<file path="src/logic/pif_pkg.sv">
// Package of constants for the interrupt flag and mask block
// Behaviour
// Bit 5 latches switch three thermal fault
// Bit 4 latches switch two thermal/undervoltage fault
// Bit 3 latches switch one thermal fault
// Bits 2..0 follow live current-limit state
// Unmasked event pulls interrupt low; masks reset 0
// Masked event never touches interrupt output
// Masks never gate detection or flag capture
// Mask bit 5 gates programming-voltage-low event
// Mask bit 4 gates adapter-detect change event
// Mask bit 3 gates push-button change event
// Mask bits 2..0: thermal, coin-cell, prog-done
// Interrupt low while any unmasked flag set
// Reserved bits read 0; status read-only
package pif_pkg;
    // ==========================================================
    // Register map
    localparam logic [7:0] PIF_OFS_SWITCH_FAULT_STATUS = 8'h02;
    localparam logic [7:0] PIF_OFS_EVENT_MASK_PRIMARY  = 8'h03;
    localparam logic [5:0] PIF_RST_EVENT_MASK_PRIMARY  = 6'h00;
    localparam logic [5:0] PIF_RST_SWITCH_FAULT_STATUS = 6'h00;
    // ==========================================================
    // Field positions, status register
    localparam int PIF_BIT_SW_THREE_FAULT  = 5;
    localparam int PIF_BIT_SW_TWO_FAULT    = 4;
    localparam int PIF_BIT_SW_ONE_FAULT    = 3;
    localparam int PIF_BIT_SW_THREE_ILIMIT = 2;
    localparam int PIF_BIT_SW_TWO_ILIMIT   = 1;
    localparam int PIF_BIT_SW_ONE_ILIMIT   = 0;
    // ==========================================================
    // Field positions, primary mask register
    localparam int PIF_BIT_PROG_VOLTAGE_MASK   = 5;
    localparam int PIF_BIT_ADAPTER_DETECT_MASK = 4;
    localparam int PIF_BIT_PUSH_BUTTON_MASK    = 3;
    localparam int PIF_BIT_THERMAL_WARN_MASK   = 2;
    localparam int PIF_BIT_COIN_CELL_DONE_MASK = 1;
    localparam int PIF_BIT_PROG_COMPLETE_MASK  = 0;
    // ==========================================================
    // Widths
    localparam int PIF_FLAG_W = 6;
endpackage

</file>
<file path="src/logic/pif_flag_if.sv">
// Interface carrying captured flags and their clear request
`timescale 1ns/1ps
`default_nettype none
interface pif_flag_if;
    logic [5:0] flags;    // Captured status flags
    logic       clrReq;   // Clear-on-read pulse for sticky faults
    modport cap  (output flags, input  clrReq);
    modport core (input  flags, output clrReq);
endinterface
`default_nettype wire

</file>
<file path="src/logic/pif_flag_capture.sv">
// Synchroniser and flag capture for load-switch fault and limit inputs
`timescale 1ns/1ps
`default_nettype none
module pif_flag_capture
    import pif_pkg::*;
(
    // Clock and reset
    input  wire logic       ref_clk,
    input  wire logic       rst_n,
    // Raw analog detector levels
    input  wire logic [2:0] swFaultRaw,
    input  wire logic [2:0] swIlimitRaw,
    // Flags toward the register core
    pif_flag_if.cap         flagBus
);
    // ==========================================================
    // Three-stage synchroniser
    logic [5:0] syncA;     // First stage, read only by syncB
    logic [5:0] syncB;     // Second stage
    logic [5:0] syncC;     // Third stage
    logic [5:0] filt;      // Accepted level once B and C agree
    logic [2:0] faultSticky; // Latched fault flags
    logic [5:0] rawAll;    // Fault bits above limit bits
    assign rawAll = {swFaultRaw, swIlimitRaw};

    // Shift detector levels through three flops
    always_ff @(posedge ref_clk or negedge rst_n) begin
        if (!rst_n) begin
            syncA <= 6'h00;
            syncB <= 6'h00;
            syncC <= 6'h00;
        end else begin
            syncA <= rawAll;
            syncB <= syncA;
            syncC <= syncB;
        end
    end

    // Accept a change only when two stages agree, rejects metastable glitches
    always_ff @(posedge ref_clk or negedge rst_n) begin
        if (!rst_n) begin
            filt <= 6'h00;
        end else begin
            for (int i = 0; i < 6; i++) begin
                if (syncB[i] == syncC[i]) begin
                    filt[i] <= syncC[i];
                end
            end
        end
    end

    // Sticky fault flags; a fault present at clear time wins
    always_ff @(posedge ref_clk or negedge rst_n) begin
        if (!rst_n) begin
            faultSticky <= PIF_RST_SWITCH_FAULT_STATUS[5:3];
        end else begin
            faultSticky <= (flagBus.clrReq ? 3'h0 : faultSticky) | filt[5:3];
        end
    end

    // Faults latched, limit bits live so they drop when limiting ends
    assign flagBus.flags = {faultSticky, filt[2:0]};

    // ==========================================================
    // Checks
    AST_FAULT_LATCH: assert property (@(posedge ref_clk) disable iff (!rst_n)
        swFaultRaw[2] [*5] |-> ##[0:1] flagBus.flags[PIF_BIT_SW_THREE_FAULT])
        else $error("switch three fault not latched");
    AST_FAULT_HOLD: assert property (@(posedge ref_clk) disable iff (!rst_n)
        flagBus.flags[PIF_BIT_SW_ONE_FAULT] && !flagBus.clrReq
        |=> flagBus.flags[PIF_BIT_SW_ONE_FAULT])
        else $error("switch one fault dropped without clear");
    AST_FAULT_TWO: assert property (@(posedge ref_clk) disable iff (!rst_n)
        swFaultRaw[1] [*5] |-> ##[0:1] flagBus.flags[PIF_BIT_SW_TWO_FAULT])
        else $error("switch two fault not latched");
    AST_ILIMIT_LIVE: assert property (@(posedge ref_clk) disable iff (!rst_n)
        !swIlimitRaw[0] [*6] |-> !flagBus.flags[PIF_BIT_SW_ONE_ILIMIT])
        else $error("limit flag stuck after limiting ended");
    AST_ILIMIT_SET: assert property (@(posedge ref_clk) disable iff (!rst_n)
        swIlimitRaw[2] [*6] |-> flagBus.flags[PIF_BIT_SW_THREE_ILIMIT])
        else $error("limit flag missing while limiting");
    COV_FAULT_CLEARED: cover property (@(posedge ref_clk) disable iff (!rst_n)
        flagBus.flags[PIF_BIT_SW_TWO_FAULT] ##1 !flagBus.flags[PIF_BIT_SW_TWO_FAULT]);
endmodule
`default_nettype wire

</file>
<file path="src/logic/pif_flags_masks.sv">
// Top of the interrupt flag and mask block with its register port
`timescale 1ns/1ps
`default_nettype none
module pif_flags_masks
    import pif_pkg::*;
(
    // Clock and reset
    input  wire logic       ref_clk,
    input  wire logic       rst_n,
    // Register port
    input  wire logic [7:0] regAddr,
    input  wire logic       regWrEn,
    input  wire logic       regRdEn,
    input  wire logic [7:0] regWrData,
    output logic [7:0]      regRdData,
    output logic            regRdValid,
    // Detector inputs, asynchronous
    input  wire logic [2:0] swFaultRaw,
    input  wire logic [2:0] swIlimitRaw,
    // Primary event flags from on-chip logic, same clock
    input  wire logic [5:0] primaryEventFlags,
    // Interrupt pin, active low
    output logic            irq_out_n
);
    // ==========================================================
    // Internal state
    pif_flag_if flagBus ();                 // Capture to core
    logic [5:0] eventMaskPrimary;           // Primary mask register
    logic       next_irqActive;             // Combined interrupt request
    logic       statusRead;                 // Status register read this cycle
    logic       maskWrite;                  // Mask register written this cycle
    logic [5:0] unmaskedPrimary;            // Primary events passing their masks
    logic       anySwitchFlag;              // Any switch fault or limit flag set

    // ==========================================================
    // Decode helpers
    // Status register offset match, used by strobe decode and read mux
    function automatic logic isStatusAddr(input logic [7:0] addr);
        return addr == PIF_OFS_SWITCH_FAULT_STATUS;
    endfunction

    // Mask register offset match, used by strobe decode and read mux
    function automatic logic isMaskAddr(input logic [7:0] addr);
        return addr == PIF_OFS_EVENT_MASK_PRIMARY;
    endfunction

    // A mask bit at 0 lets its event through, at 1 blocks it
    function automatic logic [5:0] unmaskedOf(input logic [5:0] events,
                                              input logic [5:0] mask);
        return events & ~mask;
    endfunction

    // ==========================================================
    // Flag capture
    // Detector levels come from the analog side on no clock of ours;
    // the capture module synchronises them before anything looks.
    // Flag capture is independent of every mask
    pif_flag_capture pif_flag_capture_inst (
        .ref_clk     (ref_clk),
        .rst_n       (rst_n),
        .swFaultRaw  (swFaultRaw),
        .swIlimitRaw (swIlimitRaw),
        .flagBus     (flagBus.cap)
    );

    // ==========================================================
    // Register decode
    // Port contract: one-cycle strobes, decoded on the edge they are
    // seen; read data and valid stand for exactly the next cycle.
    // A read and a mask write on one edge return the old mask.
    // Read strobe aimed at the status register
    assign statusRead     = regRdEn && isStatusAddr(regAddr);
    // Write strobe aimed at the mask register; other offsets fall away
    assign maskWrite      = regWrEn && isMaskAddr(regAddr);
    // Reading the status register clears latched faults; a fault still
    // present on that edge sets the flag again, so none is lost
    assign flagBus.clrReq = statusRead;

    // Mask write; status writes are dropped, it is read-only
    always_ff @(posedge ref_clk or negedge rst_n) begin
        if (!rst_n) begin
            eventMaskPrimary <= PIF_RST_EVENT_MASK_PRIMARY;
        end else if (maskWrite) begin
            // Write bits 7:6 are reserved and simply dropped
            eventMaskPrimary <= regWrData[5:0];
        end
    end

    // Registered read data; reserved bits and unmapped offsets read zero
    always_ff @(posedge ref_clk or negedge rst_n) begin
        if (!rst_n) begin
            regRdData  <= 8'h00;
            regRdValid <= 1'b0;
        end else begin
            regRdValid <= regRdEn;
            if (!regRdEn) begin
                // Idle cycle: zero, so old data is never taken for new
                regRdData <= 8'h00;
            end else if (isStatusAddr(regAddr)) begin
                // Flags as they stood before this edge's clear
                regRdData <= {2'h0, flagBus.flags};
            end else if (isMaskAddr(regAddr)) begin
                // Mask before any write on this same edge
                regRdData <= {2'h0, eventMaskPrimary};
            end else begin
                // Unmapped offset answers zero with valid high
                regRdData <= 8'h00;
            end
        end
    end

    // ==========================================================
    // Interrupt combine
    // The pin is a registered level: it falls one cycle after a cause
    // appears and rises one cycle after the last cause is gone. A host
    // that masks an event sees the pin rise one cycle after the write.
    // Switch flags bypass the primary masks on purpose; their own mask
    // register is not part of this block, so every switch flag counts.
    // Primary events that pass their masks; masked ones are dropped here only
    assign unmaskedPrimary = unmaskedOf(primaryEventFlags, eventMaskPrimary);
    // Switch flags have no mask here, their mask lives elsewhere
    assign anySwitchFlag   = |flagBus.flags;

    // Any passing event or switch flag asks for the pin
    always_comb begin
        next_irqActive = (|unmaskedPrimary)
                       | anySwitchFlag;
    end

    // Registered pin so it never glitches
    always_ff @(posedge ref_clk or negedge rst_n) begin
        if (!rst_n) begin
            irq_out_n <= 1'b1;
        end else begin
            irq_out_n <= ~next_irqActive;
        end
    end

    // ==========================================================
    // Checks
    AST_UNMASKED_PULLS: assert property (@(posedge ref_clk) disable iff (!rst_n)
        |(primaryEventFlags & ~eventMaskPrimary) |=> !irq_out_n)
        else $error("unmasked event did not pull interrupt low");
    AST_MASKED_SILENT: assert property (@(posedge ref_clk) disable iff (!rst_n)
        (primaryEventFlags != 6'h00) && ((primaryEventFlags & ~eventMaskPrimary) == 6'h00)
        && (flagBus.flags == 6'h00) |=> irq_out_n)
        else $error("masked event reached interrupt");
    AST_RELEASE: assert property (@(posedge ref_clk) disable iff (!rst_n)
        !next_irqActive |=> irq_out_n)
        else $error("interrupt held with no unmasked flag");
    AST_MASK_READBACK: assert property (@(posedge ref_clk) disable iff (!rst_n)
        regWrEn && !regRdEn && (regAddr == PIF_OFS_EVENT_MASK_PRIMARY)
        ##1 regRdEn && !regWrEn && (regAddr == PIF_OFS_EVENT_MASK_PRIMARY)
        |=> regRdData[5:0] == $past(regWrData[5:0], 2))
        else $error("mask readback mismatch");
    AST_RESERVED_ZERO: assert property (@(posedge ref_clk) disable iff (!rst_n)
        regRdValid |-> regRdData[7:6] == 2'h0)
        else $error("reserved bits not zero");
    AST_STATUS_RO: assert property (@(posedge ref_clk) disable iff (!rst_n)
        regWrEn && (regAddr == PIF_OFS_SWITCH_FAULT_STATUS)
        && (regAddr != PIF_OFS_EVENT_MASK_PRIMARY) |=> $stable(eventMaskPrimary))
        else $error("status write disturbed masks");
    AST_MONITOR_UNGATED: assert property (@(posedge ref_clk) disable iff (!rst_n)
        statusRead |=> regRdData[5:0] == $past(flagBus.flags))
        else $error("status read does not show captured flags");

    // Each mask field takes its own write bit
    AST_MASK_FIELD_FIVE: assert property (@(posedge ref_clk) disable iff (!rst_n)
        regWrEn && (regAddr == PIF_OFS_EVENT_MASK_PRIMARY)
        |=> eventMaskPrimary[PIF_BIT_PROG_VOLTAGE_MASK]
            == $past(regWrData[PIF_BIT_PROG_VOLTAGE_MASK]))
        else $error("programming voltage mask did not take write");
    AST_MASK_FIELD_FOUR: assert property (@(posedge ref_clk) disable iff (!rst_n)
        regWrEn && (regAddr == PIF_OFS_EVENT_MASK_PRIMARY)
        |=> eventMaskPrimary[PIF_BIT_ADAPTER_DETECT_MASK]
            == $past(regWrData[PIF_BIT_ADAPTER_DETECT_MASK]))
        else $error("adapter detect mask did not take write");
    AST_MASK_FIELD_THREE: assert property (@(posedge ref_clk) disable iff (!rst_n)
        regWrEn && (regAddr == PIF_OFS_EVENT_MASK_PRIMARY)
        |=> eventMaskPrimary[PIF_BIT_PUSH_BUTTON_MASK]
            == $past(regWrData[PIF_BIT_PUSH_BUTTON_MASK]))
        else $error("push button mask did not take write");
    AST_MASK_FIELD_LOW: assert property (@(posedge ref_clk) disable iff (!rst_n)
        regWrEn && (regAddr == PIF_OFS_EVENT_MASK_PRIMARY)
        |=> eventMaskPrimary[PIF_BIT_THERMAL_WARN_MASK:PIF_BIT_PROG_COMPLETE_MASK]
            == $past(regWrData[PIF_BIT_THERMAL_WARN_MASK:PIF_BIT_PROG_COMPLETE_MASK]))
        else $error("low mask fields did not take write");

    // Mask only moves on its own write; status writes leave it alone
    AST_MASK_HOLD: assert property (@(posedge ref_clk) disable iff (!rst_n)
        !(regWrEn && (regAddr == PIF_OFS_EVENT_MASK_PRIMARY)) |=> $stable(eventMaskPrimary))
        else $error("mask moved without a write");

    // Latched or live switch flags reach the pin one cycle later
    AST_SWITCH_IRQ: assert property (@(posedge ref_clk) disable iff (!rst_n)
        (flagBus.flags != 6'h00) |=> !irq_out_n)
        else $error("switch flag did not pull interrupt low");

    // Every read strobe is answered on the next cycle
    AST_READ_VALID: assert property (@(posedge ref_clk) disable iff (!rst_n)
        regRdEn |=> regRdValid)
        else $error("read not answered");

    // No read, no data: the port never shows a stale word
    AST_IDLE_ZERO: assert property (@(posedge ref_clk) disable iff (!rst_n)
        !regRdEn |=> (regRdData == 8'h00) && !regRdValid)
        else $error("read port busy with no read");

    // Scenarios worth seeing at least once
    COV_MASK_THEN_EVENT: cover property (@(posedge ref_clk) disable iff (!rst_n)
        eventMaskPrimary[PIF_BIT_PUSH_BUTTON_MASK]
        && primaryEventFlags[PIF_BIT_PUSH_BUTTON_MASK] && irq_out_n);
    COV_IRQ_PULSE: cover property (@(posedge ref_clk) disable iff (!rst_n)
        irq_out_n ##1 !irq_out_n ##[1:20] irq_out_n);
    COV_STATUS_READ: cover property (@(posedge ref_clk) disable iff (!rst_n)
        statusRead ##1 regRdData[PIF_BIT_SW_THREE_FAULT]);
    // Write then read of the mask on back-to-back edges
    COV_BACK_TO_BACK: cover property (@(posedge ref_clk) disable iff (!rst_n)
        maskWrite ##1 (regRdEn && (regAddr == PIF_OFS_EVENT_MASK_PRIMARY)));
endmodule
`default_nettype wire

</file>
<file path="config.mk">
export PLATFORM = sky130hd
export DESIGN_NAME = pif_flags_masks
export DESIGN_NICKNAME = d
export VERILOG_FILES = /design/src/logic/pif_pkg.sv /design/src/logic/pif_flag_if.sv /design/src/logic/pif_flag_capture.sv /design/src/logic/pif_flags_masks.sv
export SDC_FILE = /design/constraint.sdc
export NUM_CORES = 1
export LEC_CHECK = 0
export ABC_AREA = 1
export BUFFER_PORTS_ARGS = -buffer_cell sky130_fd_sc_hd__buf_2
export CORE_ASPECT_RATIO = 1.4
export CORE_MARGIN = 3
export CORE_UTILIZATION = 40
export DETAILED_ROUTE_END_ITERATION = 7
export HOLD_SLACK_MARGIN = 0.02
export SLEW_MARGIN = 0
export SYNTH_ARGS = -nofsm -noshare
export SYNTH_HDL_FRONTEND = slang
export SYNTH_SLANG_ARGS = --single-unit
</file>
<file path="constraint.sdc">
create_clock -name ref_clk -period 2.98 [get_ports ref_clk]
set_clock_uncertainty 0.15 [all_clocks]
set_input_delay 0.596 -clock ref_clk [delete_from_list [all_inputs] [get_ports ref_clk]]
set_output_delay 0.596 -clock ref_clk [all_outputs]
set_load 0.05 [all_outputs]
</file>
==> results by group, run 1 <==
Timing
  • Setup violators final: 0
  • Worst slew pin tran: 0.863 ns
  • Final hold violation count: 0
  • RSZ-0062 raised after global routing: false
  • Slew Limit Fails: 0
  • Max-slew headroom: 0.424
  • Fmax: 554 MHz
  • Setup tns final: 0 ns
  • Shortest period the worst path allows: 1.81 ns
  • Final Cycle Share: 0.606

Final layout
  • Fill cells: 316
  • Antenna diodes: 0
  • Final Net Count: 208
  • P&R area growth vs syn: 22.4%
  • Cell area after layout: 1820 sq um
  • Share of layout cells above drive strength 1: 0.305

Setup path
  • Crit path buf inv count: 1
  • CP Max Fanout: 1
  • R2R depth: 1
  • CP startpoint kind: flip-flop
  • WP data arrival: 1.06 ns
  • Worst setup path endpoint: irq_out_n
  • R2r startpoint: pif_flag_capture_inst.filt[1]
  • Reg-to-reg setup timing slack: 1.95 ns
  • Crit-path slowest cell: dfstp_2
  • Critical Path Stages: 1
  • Crit-path leading delay family: flip-flops
  • WP data required: 2.23 ns
  • CP cell instances: buf_2
  • Crit path from: irq_out_n
  • Crit Path Class: reg -> out
  • Endpoint class of the critical path: output port
  • Reg2reg end: pif_flag_capture_inst.filt[1]
  • CP max stage delay: 0.52 ns

Route
  • Wirelength per Cell: 11.6 um
  • DRT iter0 DRCs: 40
  • Vias per cell: 4.74
  • Routed WL: 2.52 mm
  • Vias post-DR: 1,028
  • DR DRC count: 0
  • Routed Antenna Nets: 0
  • Drt pass-1 iters: 4

Global route
  • Antenna violations before repair: 0
  • Grt ovf: 0
  • GRT Util Overall: 0.131
  • Largest net degree at the start of global routing: 42
  • First-pass GRT wire length: 4.44 mm
  • Vias in the first global route: 1,062

Power and ir drop
  • Tot Pwr: 1.12 mW
  • PD cells: 615 nW/um^2
  • Leak: 0.964 nW
  • VDD IR max: 0.456 mV

Place
  • Final HPWL DP: 1.85 mm
  • Port Buffers: 37
  • GPL Wtd Cong: 0.833
  • Post-DP Area: 1700 sq um

Floorplan
  • Die ar.: 4500 sq um
  • Die Height: 78.2 um
  • Row count: 25
  • Chip width: 57.6 um
  • I/O Pins: 42
  • Starting Density: 0.429
  • Core outline area: 3470 sq um

CTS
  • Clk root buf: clkbuf_8
  • CTS resizes: 0
  • Worst-case clock buffer depth: 2
  • Clock latency on the worst-skew pair: 0.29 ns
  • CTS buffer count: 5
  • CTS tree: yes
  • H-Tree Depth: 2
  • Clock transition at path regs: 0.08 ns
  • Clk sinks: 41
  • Hold buffers post-CTS: 0
  • Post-CTS Setup Repair Bufs: 0

Synthesis
  • Synth top area share: 0.672
  • Cell taking the most area after synthesis: dfrtp_1
  • Synthesized area per cell: 11.1 sq um
  • Cell Area, Synth: 1490 sq um
  • Total of warnings raised by yosys: 0
  • Sequential share of the synthesized area: 0.690
  • Synth unique cells: 16
  • Number of synthesized register bits: 41
  • Area contributors post-synth: dfrtp_1 67%, nand2_1 7.8%, nand3_1 6.1%
  • Cells after Synth: 134

Outcome
  • Status: completed

Flow run
  • Max Cap Violations: 0

Worst hold path
  • HP Class: reg -> reg
metal layers:
metal | vias to the layer above | track usage | part of all wire
li1 | 498 | - | -
met1 | 487 | 0.143 | 0.39
met2 | 37 | 0.219 | 0.50
met3 | 6 | 0.0428 | 0.086
met4 | 0 | 0.0696 | 0.025
met5 | - | 0 | 0
flip-flops by register name, indices dropped and copies added (netlist names):
signal,flops
regRdData,6
pif_flag_capture_inst.syncC,6
regRdValid,1
eventMaskPrimary,6
pif_flag_capture_inst.syncA,6
pif_flag_capture_inst.syncB,6
pif_flag_capture_inst.faultSticky,3
irq_out_n,1
pif_flag_capture_inst.filt,6
layout by cell type, fill, tap and decap left out:
cell type and n:
o21ai_0 2, nand3_1 18, nor2_1 10, clkinvlp_4 1, inv_1 13, nor2_4 2
bufinv_16 1, nand2_1 31, clkbuf_8 6, nand3_2 2, nand2_2 2, inv_2 2
conb_1 2, maj3_1 6, buf_2 37, nand4_1 1, dfstp_2 1, dfrtp_1 40
report_power, final:
group          internal [mW]  switching [mW]
clock network          0.272           0.187
logic                 0.0258          0.0406
registers              0.581          0.0132
cell families (layout without fill, tap and decap cells):
logic type,count (synthesis),after routing,share of synthesized area
compound gates,2,2,0.00672
fa+ha+maj,6,6,0.0403
buf+inv,18,60,0.0555
flops,41,41,0.690
other cells,1,2,0.00252
simple gates,66,66,0.205
cell type report:
| cell class | count | area [sq um] | share of cell area |
|---|---|---|---|
| sequential | 41 | 1030 | 0.564 |
| multi-input combinational | 76 | 383 | 0.210 |
| timing repair buffer | 37 | 185 | 0.102 |
| clock buffer | 6 | 82.6 | 0.0453 |
| inverter | 15 | 56.3 | 0.0309 |
| tap | 40 | 50.0 | 0.0275 |
| clock inverter | 2 | 37.5 | 0.0206 |
through the flow:
| stage | utilization | setup slack (ns) | hold WS (ns) | std cells |
|---|---|---|---|---|
| global route | 0.525 | 1.15 | 0.212 | 217 |
| global placement | 0.490 | 1.36 | 0.182 | 209 |
| CTS | 0.525 | 1.16 | 0.202 | 217 |
| floorplan | - | 1.58 | 0.150 | 135 |
| finish | 0.525 | 1.17 | 0.199 | 217 |
| detailed placement | 0.490 | 1.35 | 0.185 | 209 |
how the worst min path moves through the flow:
stage                                              start                        endpoint  slack [ns]  depth (start not counted)
after CTS                 pif_flag_capture_inst.syncA[0]  pif_flag_capture_inst.syncB[0]        0.20                          0
after global routing      pif_flag_capture_inst.syncA[2]  pif_flag_capture_inst.syncB[2]        0.21                          0
after global placement    pif_flag_capture_inst.syncA[3]  pif_flag_capture_inst.syncB[3]        0.18                          0
after detailed placement  pif_flag_capture_inst.syncA[0]  pif_flag_capture_inst.syncB[0]        0.18                          0
final                     pif_flag_capture_inst.syncA[2]  pif_flag_capture_inst.syncB[2]        0.20                          0
after floorplan                                    rst_n             eventMaskPrimary[0]        0.15                          0
cells in the mapped netlist:
library cell  count
dfrtp_1          40
nand2_1          31
nand3_1          18
inv_1            13
nor2_1           10
maj3_1            6
buf_4             2
inv_2             2
nand2_2           2
nand3_2           2
nor2_4            2
o21ai_0           2
buf_6             1
conb_1            1
dfstp_2           1
nand4_1           1
Power figures use the tool's default switching activity.
==> inputs of run 2 (changes only) <==
==> constraint.sdc (replaced) <==
create_clock -name ref_clk -period 1.8 [get_ports ref_clk]
set_clock_uncertainty 0.15 [all_clocks]
set_input_delay 0.36 -clock ref_clk [delete_from_list [all_inputs] [get_ports ref_clk]]
set_output_delay 0.36 -clock ref_clk [all_outputs]
set_load 0.05 [all_outputs]
==> results by group, run 2 (synthesis results as in run 1) <==
Setup path
  • CP Max Fanout: 1 (unchanged)
  • Reg-to-reg setup timing slack: 0.77 ns (-1.18 ns)
  • CP max stage delay: 0.52 ns (about the same)
  • WP data required: 1.29 ns (-0.94 ns)
  • R2R depth: 1 (unchanged)
  • CP startpoint kind: flip-flop
  • Crit-path leading delay family: flip-flops
  • Crit path buf inv count: 1 (unchanged)
  • Crit Path Class: reg -> out
  • Reg2reg end: pif_flag_capture_inst.filt[1]
  • CP cell instances: buf_2
  • WP data arrival: 1.06 ns (about the same)
  • Crit-path slowest cell: dfstp_2
  • R2r startpoint: pif_flag_capture_inst.filt[1]
  • Endpoint class of the critical path: output port

Place
  • Port Buffers: 37 (unchanged)
  • Post-DP Area: 1720 sq um (+1.2%)
  • Final HPWL DP: 1.98 mm (+7.0%)
  • GPL Wtd Cong: 0.802 (-3.7%)

Power and ir drop
  • Tot Pwr: 1.68 mW (+50%)
  • Leak: 0.986 nW (+2.3%)
  • PD cells: 899 nW/um^2 (+46%)
  • VDD IR max: 0.775 mV (+70%)

CTS
  • CTS tree: yes
  • Clk sinks: 41 (unchanged)
  • Clock latency on the worst-skew pair: 0.29 ns (about the same)
  • Post-CTS Setup Repair Bufs: 0 (unchanged)
  • Clk root buf: clkbuf_8
  • Clock transition at path regs: 0.08 ns (about the same)
  • CTS buffer count: 5 (unchanged)
  • Worst-case clock buffer depth: 2 (unchanged)
  • H-Tree Depth: 2 (unchanged)

Final layout
  • Cell area after layout: 1860 sq um (+2.3%)
  • Final Net Count: 215 (+3.4%)
  • Commonest non-fill, non-tap cell in the layout: dfrtp_1
  • Share of layout cells above drive strength 1: 0.293 (-0.0116)
  • Antenna diodes: 0 (unchanged)
  • Commonest cells after routing, fill and taps aside: 40 x dfrtp_1, 37 x buf_2, 31 x nand2_1
  • P&R area growth vs syn: 25.2%

Global route
  • Grt ovf: 0 (unchanged)
  • Vias in the first global route: 1,116 (+5.1%)
  • Antenna violations before repair: 0 (unchanged)
  • Largest net degree at the start of global routing: 25 (-40%)
  • First-pass GRT wire length: 4.84 mm (+9.0%)
  • GRT Util Overall: 0.140 (+0.00974)

Route
  • Routed Antenna Nets: 0 (unchanged)
  • Drt pass-1 iters: 4 (unchanged)
  • DRT iter0 DRCs: 32 (-20%)
  • DR DRC count: 0 (unchanged)
  • Routed WL: 2.73 mm (+8.1%)
  • Vias per cell: 4.74 (about the same)
  • Wirelength per Cell: 12.2 um (+4.7%)
  • Vias post-DR: 1,061 (+3.2%)

Timing
  • Shortest period the worst path allows: 1.57 ns
  • RSZ-0062 raised after global routing: false
  • Setup tns final: 0 ns (unchanged)
  • Final Cycle Share: 0.870
  • Setup violators final: 0 (unchanged)
  • Final hold violation count: 0 (unchanged)
  • Fmax: 638 MHz
  • Slew Limit Fails: 0 (unchanged)
  • Min Hold Slack: 0.0297 ns (-0.169 ns)

Worst hold path
  • Hold path cells: 1 (+1)
  • Worst Hold End: pif_flag_capture_inst.syncA[4]
  • HP Class: in -> reg
  • Min-Delay Startpoint: swFaultRaw[1]

Floorplan
  • I/O Pins: 42 (unchanged)
  • Die Height: 78.2 um (unchanged)
  • Chip width: 57.6 um (unchanged)
  • Die ar.: 4500 sq um (unchanged)
  • Row count: 25 (unchanged)
  • Starting Density: 0.429 (unchanged)
  • Core outline area: 3470 sq um (unchanged)

Flow run
  • Max Cap Violations: 0 (unchanged)

Outcome
  • Status: completed
run 2: cell count changes in the layout (fill, tap and decap cells not counted):
cell	previous run	this run
buf_12	0	1
bufinv_16	1	0
clkbuf_1	0	1
clkbuf_8	6	5
clkinv_2	0	2
clkinvlp_4	1	0
dlygate4sd3_1	0	6
run 2: stage by stage:
step | utilization | setup slack (ns) | instances
3_3_place_gp | 0.496 | 0.419 | 210
2_1_floorplan | - | 0.634 | 135
4_1_cts | 0.537 | 0.219 | 224
5_1_grt | 0.537 | 0.194 | 224
3_5_place_dp | 0.496 | 0.393 | 210
6_report | 0.537 | 0.233 | 224
run 2: routing by layer:
layer	global-route usage	vias up	routed length, um
met5	0	-	0
met4	0.0534	0	42
met3	0.0559	6	253
met2	0.239	44	1350
met1	0.154	497	1080
li1	-	514	-
run 2: repair_timing:
action	4_1_cts	5_1_grt
endpoints found under the hold margin	21	0
gates resized for setup	0	0
hold buffers	6	0
run 2: area by class of cell:
type	count	area [sq um]
inverter	15	56.3
clock buffer	6	72.6
fill	315	1610
sequential	41	1030
tap	40	50.0
timing repair buffer	44	265
clock inverter	2	10.0
multi-input combinational	76	383
run 2: report_power, final:
group | total (mW) | internal (mW) | switching [mW]
Combinational | 0.126 | 0.0554 | 0.0706
Clock | 0.564 | 0.268 | 0.296
Sequential | 0.986 | 0.963 | 0.0231
run 2: worst max-delay path by stage:
stage	start	end	slack, ns	depth (start not counted)
final	irq_out_n	irq_out_n	0.23	1
after CTS	irq_out_n	irq_out_n	0.22	1
after floorplan	regAddr[7]	eventMaskPrimary[0]	0.63	6
after global routing	irq_out_n	irq_out_n	0.19	1
after detailed placement	regAddr[7]	eventMaskPrimary[1]	0.39	7
after global placement	regAddr[7]	eventMaskPrimary[0]	0.42	7
==> inputs of run 3 (changes only) <==
--- a/config.mk
+++ b/config.mk
@@ -8,7 +8,6 @@
 export ABC_AREA = 1
 export BUFFER_PORTS_ARGS = -buffer_cell sky130_fd_sc_hd__buf_2
 export CORE_ASPECT_RATIO = 1.4
-export CORE_MARGIN = 3
 export CORE_UTILIZATION = 40
 export DETAILED_ROUTE_END_ITERATION = 7
 export HOLD_SLACK_MARGIN = 0.02
==> results by group, run 3 (synthesis results as in run 1) <==
Setup path
  • Reg-to-reg setup timing slack: 0.77 ns (about the same)
  • Crit-path slowest cell: dfstp_2
  • R2r startpoint: pif_flag_capture_inst.filt[0]
  • Crit path buf inv count: 1 (unchanged)
  • CP cell instances: buf_2
  • R2R depth: 1 (unchanged)
  • Endpoint class of the critical path: output port
  • WP data required: 1.29 ns (about the same)
  • CP Max Fanout: 1 (unchanged)
  • CP max stage delay: 0.51 ns (about the same)
  • Reg2reg end: pif_flag_capture_inst.filt[0]
  • CP startpoint kind: flip-flop
  • Crit-path leading delay family: flip-flops
  • WP data arrival: 1.05 ns (about the same)
  • Crit Path Class: reg -> out

Floorplan
  • Core outline area: 3470 sq um (unchanged)
  • Die Height: 74.2 um (-5.1%)
  • Chip width: 53.6 um (-6.9%)
  • Die ar.: 3970 sq um (-12%)
  • Row count: 25 (unchanged)
  • Starting Density: 0.429 (unchanged)
  • I/O Pins: 42 (unchanged)

Outcome
  • Status: completed

CTS
  • Clk root buf: clkbuf_8
  • CTS tree: yes
  • Clock latency on the worst-skew pair: 0.29 ns (about the same)
  • H-Tree Depth: 2 (unchanged)
  • Worst-case clock buffer depth: 2 (unchanged)
  • Clk sinks: 41 (unchanged)
  • Clock transition at path regs: 0.08 ns (about the same)
  • Post-CTS Setup Repair Bufs: 0 (unchanged)
  • CTS buffer count: 5 (unchanged)

Worst hold path
  • Hold path cells: 1 (unchanged)
  • Worst Hold End: regRdValid
  • Min-Delay Startpoint: regRdEn
  • HP Class: in -> reg

Final layout
  • Final Net Count: 216 (+0.47%)
  • Share of layout cells above drive strength 1: 0.297 (+0.00382)
  • Commonest non-fill, non-tap cell in the layout: dfrtp_1
  • Fill cells: 312 (-0.95%)
  • Final non-filler cell total: 225 (+0.45%)
  • Antenna diodes: 0 (unchanged)
  • Commonest cells after routing, fill and taps aside: 40 x dfrtp_1, 37 x buf_2, 31 x nand2_1
  • P&R area growth vs syn: 27.2%

Route
  • Vias post-DR: 1,019 (-4.0%)
  • DR DRC count: 0 (unchanged)
  • Wirelength per Cell: 11.1 um (-9.1%)
  • Vias per cell: 4.53 (-4.4%)
  • Routed WL: 2.49 mm (-8.7%)
  • Routed Antenna Nets: 0 (unchanged)
  • Drt pass-1 iters: 4 (unchanged)
  • DRT iter0 DRCs: 14 (-56%)

Timing
  • RSZ-0062 raised after global routing: false
  • Setup tns final: 0 ns (unchanged)
  • Shortest period the worst path allows: 1.56 ns (-0.00959 ns)
  • Final Cycle Share: 0.865 (-0.00533)
  • Final hold violation count: 0 (unchanged)
  • Fmax: 642 MHz (+0.62%)
  • Slew Limit Fails: 0 (unchanged)
  • Setup violators final: 0 (unchanged)

Global route
  • Grt ovf: 0 (unchanged)
  • Vias in the first global route: 1,060 (-5.0%)
  • Largest net degree at the start of global routing: 42 (+68%)
  • Antenna violations before repair: 0 (unchanged)
  • GRT Util Overall: 0.155 (+0.0152)
  • First-pass GRT wire length: 4.34 mm (-10%)

Power and ir drop
  • Leak: 0.995 nW (+0.91%)
  • Tot Pwr: 1.83 mW (+9.3%)
  • PD cells: 967 nW/um^2 (+7.5%)
  • VDD IR max: 0.671 mV (-13%)

Flow run
  • Max Cap Violations: 0 (unchanged)

Place
  • Port Buffers: 37 (unchanged)
  • Final HPWL DP: 1.73 mm (-12%)
  • GPL Wtd Cong: 0.743 (-7.4%)
  • Cells after DPL: 210 (unchanged)
[run 3: how the worst max path moves through the flow]
stage | start | end | slack, ns | cells past startpoint
2_1_floorplan | regAddr[7] | eventMaskPrimary[0] | 0.63 | 6
3_3_place_gp | regAddr[7] | eventMaskPrimary[0] | 0.42 | 7
3_5_place_dp | regAddr[7] | eventMaskPrimary[5] | 0.40 | 7
4_1_cts | irq_out_n | irq_out_n | 0.23 | 1
5_1_grt | irq_out_n | irq_out_n | 0.19 | 1
6_report | irq_out_n | irq_out_n | 0.24 | 1
[run 3: through the flow]
| step | setup WS, ns | cell area, sq um | utilization | hold WS, ns |
|---|---|---|---|---|
| 2_1_floorplan | 0.634 | 1490 | - | -0.0856 |
| 3_3_place_gp | 0.421 | 1710 | 0.492 | 0.183 |
| 3_5_place_dp | 0.404 | 1710 | 0.492 | 0.186 |
| 4_1_cts | 0.227 | 1890 | 0.546 | 0.121 |
| 5_1_grt | 0.192 | 1890 | 0.546 | 0.117 |
| 6_report | 0.243 | 1890 | 0.546 | 0.134 |
[run 3: layout make-up]
class | count | area (sq um) | share of cell area
Clock inverter | 3 | 46.3 | 0.0244
Tap cell | 40 | 50.0 | 0.0264
Sequential cell | 41 | 1030 | 0.542
Multi-Input combinational cell | 76 | 383 | 0.202
Timing Repair Buffer | 45 | 263 | 0.139
Clock buffer | 5 | 68.8 | 0.0363
Inverter | 15 | 56.3 | 0.0297
[run 3: what timing repair did]
item | in CTS | in global routing
gates resized for setup | 0 | 0
hold endpoints to repair | 46 | 0
hold buffers | 7 | 0
[run 3: where the power goes]
part | switching [mW] | total [mW] | internal [mW]
combinational | 0.0685 | 0.122 | 0.0540
clock | 0.309 | 0.724 | 0.415
sequential | 0.0227 | 0.985 | 0.962
total | 0.400 | 1.83 | 1.43
[run 3: per-layer routing]
| metal | track usage | part of all wire |
|---|---|---|
| met3 | 0.0634 | 0.068 |
| met4 | 0.0673 | 0.0048 |
| met1 | 0.167 | 0.43 |
| met5 | 0 | 0 |
| met2 | 0.264 | 0.50 |
